<file path="config.mk">
export PLATFORM = sky130hd
export DESIGN_NAME = slopc_top
export DESIGN_NICKNAME = d
export VERILOG_FILES = /design/src/slopc_pkg.sv /design/src/slopc_top.sv
export SDC_FILE = /design/constraint.sdc
export NUM_CORES = 1
export LEC_CHECK = 0
export BUFFER_PORTS_ARGS = -buffer_cell sky130_fd_sc_hd__buf_2
export CORE_AREA = 3 3 129 131
export DETAILED_ROUTE_END_ITERATION = 16
export DIE_AREA = 0 0 132 134
export SETUP_SLACK_MARGIN = 0.3
export SLEW_MARGIN = 20
export SYNTH_ARGS = -nofsm -noshare
export SYNTH_HDL_FRONTEND = slang
export SYNTH_SLANG_ARGS = --single-unit
</file>
<file path="constraint.sdc">
create_clock -name clk_in -period 6.7 [get_ports clk_in]
set_clock_uncertainty 0.1 [all_clocks]
set_input_delay 0.335 -clock clk_in [delete_from_list [all_inputs] [get_ports clk_in]]
set_output_delay 0.335 -clock clk_in [all_outputs]
set_load 0.02 [all_outputs]
</file>
<file path="src/slopc_pkg.sv">
// package for the sixteen lane optical sublayer control block
// Summary of operation
// sixteen transmit lanes, each its own output
// symbol one drives high optical level
// sixteen receive lanes handed up separately
// high optical level reads as one
// global detect level plus change pulse
// any lane below threshold forces fail
// no fixed detection latency relied upon
// per-lane detect flag from own lane
// management reset clears sublayer state
// global disable turns off all transmitters
// fault may force all transmitters off
// lane disable turns off that lane only
// other lane disable means optional
// summary fault on any local fault
// transmit fault on transmitter fault
// receive fault on receiver fault
// electrical lane i maps optical lane i
// global detect is AND of lanes
// disable bits at 1.9 and 1.27
// detect bits at 1.10 and 1.28
// fault bits at 1.1.7, 1.8.11, 1.8.10
// software writes reset bit 1.0.15
`default_nettype none
package slopc_pkg;
   localparam int unsigned SLOPC_LANES = 16;
   localparam logic [4:0] SLOPC_REG_CTRL1 = 5'h00;
   localparam logic [4:0] SLOPC_REG_STAT1 = 5'h01;
   localparam logic [4:0] SLOPC_REG_STAT2 = 5'h08;
   localparam logic [4:0] SLOPC_REG_TXDIS = 5'h09;
   localparam logic [4:0] SLOPC_REG_SIGDET = 5'h0A;
   localparam logic [4:0] SLOPC_REG_TXDIS_EXT = 5'h1B;
   localparam logic [4:0] SLOPC_REG_SIGDET_EXT = 5'h1C;
   localparam logic [4:0] SLOPC_REG_FAULT_CFG = 5'h1D;
   localparam int unsigned SLOPC_BIT_RESET = 15;
   localparam int unsigned SLOPC_BIT_FAULT = 7;
   localparam int unsigned SLOPC_BIT_TX_FAULT = 11;
   localparam int unsigned SLOPC_BIT_RX_FAULT = 10;
   localparam logic [15:0] SLOPC_TXDIS_RESET = 16'h0000;
   localparam logic SLOPC_AUTO_OFF_RESET = 1'b0;
endpackage
`default_nettype wire

</file>
<file path="src/slopc_top.sv">
// sixteen lane optical sublayer control and status logic
`default_nettype none
module slopc_top (
   input wire logic clk_in,
   input wire logic rst_in,
   input wire logic [4:0] addr_in,
   input wire logic [15:0] wdata_in,
   input wire logic wr_in,
   input wire logic rd_in,
   output logic [15:0] rdata_out,
   input wire logic [slopc_pkg::SLOPC_LANES-1:0] tx_bit_in,
   output logic [slopc_pkg::SLOPC_LANES-1:0] tx_light_out,
   input wire logic [slopc_pkg::SLOPC_LANES-1:0] rx_light_in,
   output logic [slopc_pkg::SLOPC_LANES-1:0] rx_bit_out,
   input wire logic [slopc_pkg::SLOPC_LANES-1:0] lane_power_ok_in,
   input wire logic [slopc_pkg::SLOPC_LANES-1:0] tx_lane_fault_in,
   input wire logic [slopc_pkg::SLOPC_LANES-1:0] rx_lane_fault_in,
   output logic signal_detect_out,
   output logic signal_change_out,
   output logic sublayer_reset_out
);
   import slopc_pkg::*;
   localparam int unsigned N = SLOPC_LANES;

   logic [N-1:0] tx_q, rx_s1_q, rx_q, pwr_s1_q, pwr_q;
   logic [N-1:0] txf_s1_q, txf_q, rxf_s1_q, rxf_q;
   logic [N-1:0] txdis_q, txdis_d;
   logic glob_dis_q, glob_dis_d, auto_off_q, auto_off_d;
   logic txf_lat_q, rxf_lat_q, sd_q, chg_q, srst_q, rdv_q;
   logic [15:0] rdata_q, rd_mux;

   // management reset pulse from control write
   wire soft_rst = wr_in && (addr_in == SLOPC_REG_CTRL1) && wdata_in[SLOPC_BIT_RESET]; // see R9
   wire wr_txdis = wr_in && (addr_in == SLOPC_REG_TXDIS);
   wire wr_txext = wr_in && (addr_in == SLOPC_REG_TXDIS_EXT);
   wire wr_cfg = wr_in && (addr_in == SLOPC_REG_FAULT_CFG);
   wire tx_fault_now = |txf_q;
   wire rx_fault_now = |rxf_q;
   wire any_fault = tx_fault_now | rx_fault_now | txf_lat_q | rxf_lat_q;
   wire glob_sd = &pwr_q; // see R6 see R18
   wire force_off = glob_dis_q | (auto_off_q & any_fault);
   wire [N-1:0] lane_off = txdis_q | {N{force_off}}; // see R10 see R12

   assign glob_dis_d = soft_rst ? 1'b0 : (wr_txdis ? wdata_in[0] : glob_dis_q);
   assign auto_off_d = soft_rst ? SLOPC_AUTO_OFF_RESET : (wr_cfg ? wdata_in[0] : auto_off_q);
   assign txdis_d = soft_rst ? SLOPC_TXDIS_RESET :
                    {(wr_txext ? wdata_in[0] : txdis_q[N-1]),
                     (wr_txdis ? wdata_in[15:1] : txdis_q[N-2:0])};

   // read decode; detect bits per lane
   always_comb begin
      rd_mux = 16'h0000;
      case (addr_in)
         SLOPC_REG_CTRL1: rd_mux = 16'h0000;
         SLOPC_REG_STAT1: rd_mux[SLOPC_BIT_FAULT] = any_fault;
         SLOPC_REG_STAT2: begin
            rd_mux[SLOPC_BIT_TX_FAULT] = tx_fault_now | txf_lat_q;
            rd_mux[SLOPC_BIT_RX_FAULT] = rx_fault_now | rxf_lat_q;
         end
         SLOPC_REG_TXDIS: rd_mux = {txdis_q[N-2:0], glob_dis_q};
         SLOPC_REG_SIGDET: rd_mux = {pwr_q[N-2:0], glob_sd}; // see R8
         SLOPC_REG_TXDIS_EXT: rd_mux[0] = txdis_q[N-1];
         SLOPC_REG_SIGDET_EXT: rd_mux[0] = pwr_q[N-1];
         SLOPC_REG_FAULT_CFG: rd_mux[0] = auto_off_q;
         default: rd_mux = 16'h0000;
      endcase
   end

   // per-lane data paths, lane i to lane i
   genvar i;
   generate
      for (i = 0; i < N; i++) begin : g_lane
         always_ff @(posedge clk_in or posedge rst_in) begin
            if (rst_in) begin
               tx_q[i] <= 1'b0;
               rx_s1_q[i] <= 1'b0;
               rx_q[i] <= 1'b0;
            end else begin
               tx_q[i] <= tx_bit_in[i] & ~lane_off[i]; // see R1 see R2
               rx_s1_q[i] <= rx_light_in[i];
               rx_q[i] <= rx_s1_q[i]; // see R3
            end
         end
      end
   endgenerate

   always_ff @(posedge clk_in or posedge rst_in) begin
      if (rst_in) begin
         pwr_s1_q <= '0;
         pwr_q <= '0;
         txf_s1_q <= '0;
         txf_q <= '0;
         rxf_s1_q <= '0;
         rxf_q <= '0;
      end else begin
         pwr_s1_q <= lane_power_ok_in;
         pwr_q <= pwr_s1_q;
         txf_s1_q <= tx_lane_fault_in;
         txf_q <= txf_s1_q;
         rxf_s1_q <= rx_lane_fault_in;
         rxf_q <= rxf_s1_q;
      end
   end

   always_ff @(posedge clk_in or posedge rst_in) begin
      if (rst_in) begin
         txdis_q <= SLOPC_TXDIS_RESET;
         glob_dis_q <= 1'b0;
         auto_off_q <= SLOPC_AUTO_OFF_RESET;
      end else begin
         txdis_q <= txdis_d;
         glob_dis_q <= glob_dis_d;
         auto_off_q <= auto_off_d;
      end
   end

   // latched faults clear on status 2 read; new fault wins
   wire rd_stat2 = rd_in && (addr_in == SLOPC_REG_STAT2);
   always_ff @(posedge clk_in or posedge rst_in) begin
      if (rst_in) begin
         txf_lat_q <= 1'b0;
         rxf_lat_q <= 1'b0;
      end else begin
         txf_lat_q <= tx_fault_now | (txf_lat_q & ~rd_stat2 & ~soft_rst);
         rxf_lat_q <= rx_fault_now | (rxf_lat_q & ~rd_stat2 & ~soft_rst);
      end
   end

   always_ff @(posedge clk_in or posedge rst_in) begin
      if (rst_in) begin
         sd_q <= 1'b0;
         chg_q <= 1'b0;
         srst_q <= 1'b0;
         rdv_q <= 1'b0;
         rdata_q <= 16'h0000;
      end else begin
         sd_q <= glob_sd;
         chg_q <= glob_sd ^ sd_q;
         srst_q <= soft_rst;
         rdv_q <= rd_in;
         rdata_q <= rd_in ? rd_mux : 16'h0000;
      end
   end

   assign tx_light_out = tx_q;
   assign rx_bit_out = rx_q;
   assign signal_detect_out = sd_q;
   assign signal_change_out = chg_q;
   assign sublayer_reset_out = srst_q;
   assign rdata_out = rdv_q ? rdata_q : 16'h0000;
endmodule
`default_nettype wire

</file>
==> load_flow_metrics.sql, run 1 <==
INSERT INTO impl_metrics (metric_group, metric, value, unit) VALUES
('outcome', 'outcome', 'finished clean', ''),
('drt', 'first_iter_violations', '167', ''),
('clocking', 'cts.reportedPaths.clkPinSlew', '0.06', 'ns'),
('floorplan', 'die_area', '17700', 'um^2'),
('power', 'total_power', '2.52', 'mW'),
('worst_setup_path', 'worst_path_max_delay_cell', 'o41a_4', ''),
('clocking', 'clkLatencyLatePin', '0.42', 'ns'),
('drt', 'post_drt_wl_per_cell', '15.7', 'um'),
('clocking', 'post_cts_resize_count', '0', ''),
('sta', 'fin_crit', '2.22', 'ns'),
('floorplan', 'row_count', '46', ''),
('floorplan', 'core_area', '15700', 'um^2'),
('sta', 'setup_repair_after_global_routing_missed_its_margin', 'no', ''),
('synthesis', 'post-synth-top-area-cell', 'dfrtp_1', ''),
('drt', 'drt_wl_total', '12.4', 'mm'),
('sta', 'relSlewSlack', '37.0', '%'),
('clocking', 'cts.repair_timing.setup_buffer_count', '0', ''),
('worst_setup_path', 'critical_path.cell_chain', 'nor4_1, nand4_1, o41a_4, nor4b_1', ''),
('placement', 'gp_congestion', '0.807', ''),
('floorplan', 'top_level_ports', '156', ''),
('synthesis', 'synth_fa_ha_area_share', '0', '%'),
('synthesis', 'yosys_most_used_dff', 'dfrtp_1', ''),
('synthesis', 'synth_area_per_cell', '17.5', 'um^2'),
('power', 'leakage', '3.83', 'nW'),
('synthesis', 'async_reset_ff_share', '100', '%'),
('synthesis', 'yosys.area_share.simple', '11.8', '%'),
('layout', 'finalNetCount', '665', ''),
('floorplan', 'chipHeight', '134', 'um'),
('worst_setup_path', 'arrival', '2.42', 'ns'),
('clocking', 'numCtsBuffers', '17', ''),
('global_routing', 'number_of_antenna_violations_at_the_first_check_in_global_routing', '1', ''),
('layout', 'highest_count_cells_in_the_layout_ignoring_fill_and_taps', '184 x dfrtp_1, 155 x buf_2, 65 x dlygate4sd3_1', ''),
('synthesis', 'synth_top_family_by_area', 'simple AND/OR/NAND/NOR gates', ''),
('power', 'p_per_area', '312', 'nW/um^2'),
('worst_setup_path', 'critPathMaxStageDelay', '0.68', 'ns'),
('synthesis', 'yosys.cell_types.count', '40', ''),
('power', 'ir_drop', '235', 'uV'),
('global_routing', 'grt_pass1_vias', '3900', ''),
('worst_setup_path', 'crit_path_max_fanout', '16', ''),
('floorplan', 'die_width', '132', 'um'),
('synthesis', 'synth.mux.area_fraction', '0', '%'),
('synthesis', 'post_synth_xor_area_fraction', '0.152', '%'),
('synthesis', 'ys_ff_latch', '184', ''),
('layout', 'layout.cells.most_common', 'dfrtp_1', ''),
('sta', 'fin_setup_tns', '0', 'ns'),
('worst_setup_path', 'cp_num_buf_inv', '0', ''),
('sta', 'finalCritPeriodShare', '33.1', '%'),
('synthesis', 'netlist.area_leader.share', '79.8', '%'),
('clocking', 'sinks_on_clock_net', '184', ''),
('min_path', 'timing.hold.worst.class', 'primary input to asynchronous set/reset pin', ''),
('global_routing', 'grt_pass1_wl', '20.1', 'mm'),
('run', 'cap_violations', '0', ''),
('worst_setup_path', 'worst_setup_path_start_kind', 'flip-flop', ''),
('placement', 'dpl.hpwl', '8.29', 'mm'),
('synthesis', 'total_of_warnings_raised_by_yosys', '0', ''),
('global_routing', 'grt_max_degree', '107', ''),
('drt', 'drt_drc_violations_left', '0', ''),
('synthesis', 'complex_gate_fraction_of_the_synthesized_area', '6.83', '%'),
('worst_setup_path', 'worstPathRequired', '6.91', 'ns'),
('sta', 'report.final.slew_viol_count', '0', ''),
('drt', 'drt.antenna.violating_nets', '0', ''),
('layout', 'num-fill-cells', '1342', ''),
('worst_setup_path', 'timing.critical_path.to_type', 'flip-flop', ''),
('synthesis', 'netlist_area', '5770', 'um^2'),
('clocking', 'cts_root_buf', 'clkbuf_16', ''),
('drt', 'vias_per_cell', '4.43', ''),
('layout', 'flow.area_growth_from_synthesis', '39.8', '%'),
('global_routing', 'globalRouteOverflowTotal', '0', ''),
('sta', 'hold_violations', '0', ''),
('drt', 'drt-pass1-iter-count', '4', ''),
('clocking', 'cts_tree', 'done', '');
[sequential cells by signal (all words and copies together), names as in the netlist, 16 cells and up]
register / cells
rxf_s1_q: 16
tx_light_out: 16
rx_bit_out: 16
txf_q: 16
txf_s1_q: 16
rdata_q: 16
pwr_q: 16
txdis_q: 16
rx_s1_q: 16
pwr_s1_q: 16
rxf_q: 16
[synthesized netlist by cell type, types with 3 or more instances]
library cell	n
nand4_1	7
a22o_1	16
clkbuf_1	4
nor4b_4	10
inv_1	3
buf_2	5
nor4_1	8
a22oi_1	15
and2_1	19
nor4b_1	6
nor2_1	17
dfrtp_1	184
o21ai_0	4
[worst reg2reg max path: cells and delay by family, from the launching register on]
kind / cells / cell delay [ns]
compound gates: 1 / 0.68
flops: 1 / 0.36
simple gates: 3 / 0.97
[final timing paths]
kind	start	slack (ns)	depth (start not counted)	to
worst max-delay path	txf_q[2]$_DFF_PP0_	4.48	4	tx_light_out[13]$_DFF_PP0_
worst min-delay path	rst_in	0.02	2	rx_s1_q[9]$_DFF_PP0_
worst max register to register	txf_q[2]$_DFF_PP0_	4.48	4	tx_light_out[13]$_DFF_PP0_
worst min register to register	pwr_s1_q[0]$_DFF_PP0_	0.25	0	pwr_q[0]$_DFF_PP0_
max in group asynchronous	rst_in	4.98	3	pwr_s1_q[7]$_DFF_PP0_
min in group clk_in	wdata_in[8]	0.05	2	txdis_q[7]$_DFFE_PP0P_
[routing by layer]
metal,part of all wire (%),global-route usage (%),wire length [um],vias to the layer above
met3,8.7,6.00,1090,20
met5,0,0,0,-
met1,42,17.4,5160,1695
met2,48,24.3,5910,156
li1,-,-,-,1628
met4,2.2,6.42,276,0
[cell type report]
class	instances	area (um^2)	area share, %
Antenna cell	1	2.50	0.0310
Clock buffer	20	447	5.54
Clock inverter	12	186	2.31
Inverter	3	16.3	0.202
Multi-Input combinational cell	131	1090	13.5
Sequential cell	184	4600	57.1
Tap cell	216	270	3.35
Timing Repair Buffer	223	1450	18.0
[per-stage QoR]
stage	setup slack [ns]	hold WS [ns]	std cells	utilization, %	area (um^2)
after global placement	4.33	0.233	692	43.1	6770
after CTS	4.43	0.0274	789	51.3	8060
after detailed placement	4.21	0.236	692	43.1	6770
after global routing	4.25	0.0312	790	51.3	8060
final	4.48	0.0173	790	51.3	8060
after floorplan	1.26	0.231	329	-	5770
[cell families (layout without fill, tap and decap cells)]
group           Yosys count  count (layout)
flops                   184             184
simple gates             81              81
compound gates           49              49
buf+inv                  14             258
xor+xnor                  1               1
other cells               0               1
[power breakdown]
part	switching [mW]	internal (mW)	leakage, nW
Sequential	0.0441	1.19	2.22
Clock	0.419	0.642	0.309
Combinational	0.117	0.109	1.30
No activity file was read; power rests on OpenSTA's default activity.
==> inputs of run 2 (changes only) <==
==> constraint.sdc (replaced) <==
create_clock -name clk_in -period 2 [get_ports clk_in]
set_clock_uncertainty 0.1 [all_clocks]
set_input_delay 0.1 -clock clk_in [delete_from_list [all_inputs] [get_ports clk_in]]
set_output_delay 0.1 -clock clk_in [all_outputs]
set_load 0.02 [all_outputs]
==> run 2 against run 1 <==
  * Global-route usage rose by 1.7 points
  * Sequential share of layout area shrank 4.5 points
  * Via count is 8.5% higher
  * The run now ends with negative setup slack left
  * Sequential cell count unchanged
  * Worst hold slack better by 0.040 ns
  * Core utilization up 4.4 points
==> load_flow_metrics.sql, run 2 (synthesis results as in run 1) <==
INSERT INTO impl_metrics (metric_group, metric, value, unit) VALUES
('outcome', 'outcome', 'complete, but fails checks', ''),
('outcome', 'violations', 'negative setup slack', ''),
('global_routing', 'grt-busiest-layer', 'met2', ''),
('sta', 'fin_crit', '2.01', 'ns'),
('sta', 'max_freq', '0.496', 'GHz'),
('global_routing', 'groute.usage.overall', '16.5', '%'),
('sta', 'hold_violations', '0', ''),
('clocking', 'htreeDepth', '4', ''),
('drt', 'drt_drc_violations_left', '0', ''),
('clocking', 'cts.reportedPaths.clkPinSlew', '0.07', 'ns'),
('drt', 'post_drt_wl_per_cell', '16.1', 'um'),
('placement', 'gp_congestion', '0.780', ''),
('global_routing', 'number_of_antenna_violations_at_the_first_check_in_global_routing', '2', ''),
('clocking', 'cts_tree', 'done', ''),
('sta', 'finalCritPeriodShare', '101', '%'),
('sta', 'fin_ws', '-0.0150', 'ns'),
('layout', 'flow.area_growth_from_synthesis', '51.7', '%'),
('worst_setup_path', 'worstPathRequired', '2.22', 'ns'),
('global_routing', 'grt_pass1_wl', '22.6', 'mm'),
('clocking', 'numCtsBuffers', '17', ''),
('layout', 'finalNetCount', '722', ''),
('worst_setup_path', 'timing.reg2reg.setup_slack', '-0.01', 'ns'),
('worst_setup_path', 'timing.critical_path.to_type', 'flip-flop', ''),
('worst_setup_path', 'worst_path_max_delay_cell', 'o41a_4', ''),
('worst_setup_path', 'arrival', '2.24', 'ns'),
('placement', 'number_of_buffers_added_on_ports', '155', ''),
('worst_setup_path', 'worst_setup_path_start_kind', 'flip-flop', ''),
('worst_setup_path', 'critPathMaxStageDelay', '0.56', 'ns'),
('drt', 'drt_wl_total', '13.6', 'mm'),
('worst_setup_path', 'timing_worst_setup_path_type', 'flip-flop to flip-flop', ''),
('placement', 'dpl.hpwl', '8.91', 'mm'),
('global_routing', 'grt_pass1_vias', '4340', ''),
('floorplan', 'die_area', '17700', 'um^2'),
('clocking', 'sinks_on_clock_net', '184', ''),
('floorplan', 'initial_core_util', '36.7', '%'),
('floorplan', 'die_width', '132', 'um'),
('worst_setup_path', 'cp_num_buf_inv', '1', ''),
('clocking', 'cts_root_buf', 'clkbuf_16', ''),
('floorplan', 'chipHeight', '134', 'um'),
('worst_setup_path', 'largest_delay_contributor_family_on_the_critical_path', 'simple AND/OR/NAND/NOR gates', ''),
('worst_setup_path', 'crit_path_max_fanout', '8', ''),
('floorplan', 'top_level_ports', '156', ''),
('floorplan', 'row_count', '46', ''),
('clocking', 'cts.path.max_buffers', '2', ''),
('drt', 'vias_per_cell', '4.48', ''),
('layout', 'layout.cells.most_common', 'dfrtp_1', ''),
('power', 'ir_drop', '749', 'uV'),
('min_path', 'timing.hold.worst.class', 'primary input to flip-flop', ''),
('run', 'cap_violations', '0', ''),
('power', 'leakage', '4.15', 'nW'),
('worst_setup_path', 'critical_path.cell_chain', 'nor4_4, nand4_1, buf_6, o41a_4, nor4b_4', ''),
('global_routing', 'grt_max_degree', '39', ''),
('global_routing', 'globalRouteOverflowTotal', '0', ''),
('floorplan', 'core_area', '15700', 'um^2'),
('layout', 'drive_gt1_share', '37.5', '%'),
('sta', 'tightest_slew', '0.757', 'ns'),
('drt', 'drt-pass1-iter-count', '5', ''),
('sta', 'relSlewSlack', '49.4', '%'),
('power', 'total_power', '8.38', 'mW'),
('layout', 'final_util', '55.7', '%'),
('clocking', 'clkLatencyLatePin', '0.42', 'ns'),
('power', 'p_per_area', '958', 'nW/um^2'),
('global_routing', 'global_route.usage.met1', '20.4', '%'),
('layout', 'highest_count_cells_in_the_layout_ignoring_fill_and_taps', '184 x dfrtp_1, 155 x buf_2, 103 x dlygate4sd3_1', ''),
('global_routing', 'use_met3', '6.00', '%'),
('drt', 'detailroute.via_count', '3795', ''),
('global_routing', 'use_met2', '26.3', '%'),
('drt', 'drt.antenna.violating_nets', '0', ''),
('sta', 'report.final.setup_viol', '1', ''),
('sta', 'setup_repair_after_global_routing_missed_its_margin', 'yes', ''),
('sta', 'report.final.slew_viol_count', '0', ''),
('drt', 'first_iter_violations', '161', '');
run 2: cell type report:
type                            count  area, um^2
Inverter                            3        15.0
Timing Repair Buffer              279        2010
Sequential cell                   184        4600
Clock buffer                       19         453
Tap cell                          216         270
Antenna cell                        3        7.51
Multi-Input combinational cell    132        1240
Fill cell                        1239        6960
Clock inverter                     12         143
run 2: timing repair:
item | CTS | global route
setup endpoints to repair | 17 | 19
hold buffers | 103 | 0
setup buffers | 2 | 0
gates cloned | 1 | 0
resized for setup | 11 | 11
pin swaps | 4 | 6
endpoints found under the hold margin | 124 | 0
run 2: per-stage QoR:
step / hold slack (ns) / cell area (um^2) / worst slack [ns] / std cells / TNS [ns]
finish: 0.0573 / 8750 / -0.0150 / 848 / -0.0150
global route: 0.0875 / 8750 / -0.0943 / 847 / -0.932
CTS: 0.0332 / 8660 / 0.0303 / 845 / 0
detailed placement: 0.109 / 6930 / -0.122 / 708 / -0.956
global placement: 0.107 / 6930 / -0.0710 / 708 / -0.611
floorplan: 0.0314 / 5770 / -0.565 / 329 / -103.88
run 2: tightest hold or removal path, delay by kind of cell:
family	cells	cell delay, ns
buffers and inverters	2	0.24
and+or+nand+nor	2	0.16
AOI/OAI and AO/OA	1	0.05
run 2: path summary, 6_finish.rpt:
path	from	end	cells after the start
max	txf_q[1]$_DFF_PP0_	tx_light_out[15]$_DFF_PP0_	5
min	addr_in[4]	rdata_q[10]$_DFF_PP0_	5
max reg2reg	txf_q[1]$_DFF_PP0_	tx_light_out[15]$_DFF_PP0_	5
min reg2reg	pwr_s1_q[10]$_DFF_PP0_	pwr_q[10]$_DFF_PP0_	0
max in group asynchronous	rst_in	txdis_q[9]$_DFFE_PP0P_	4
min in group asynchronous	rst_in	rx_s1_q[4]$_DFF_PP0_	3
run 2: where the power goes:
part | internal (mW) | switching (mW) | leakage, nW
Sequential | 3.98 | 0.166 | 2.22
Combinational | 0.475 | 0.438 | 1.63
Clock | 1.92 | 1.40 | 0.293
run 2: routing by layer:
metal | share of wire, % | wire length, um | vias to the layer above
met5 | 0 | 0 | -
met4 | 2.3 | 313 | 0
met1 | 42 | 5750 | 1859
met2 | 48 | 6470 | 164
met3 | 7.9 | 1080 | 21
li1 | - | - | 1751
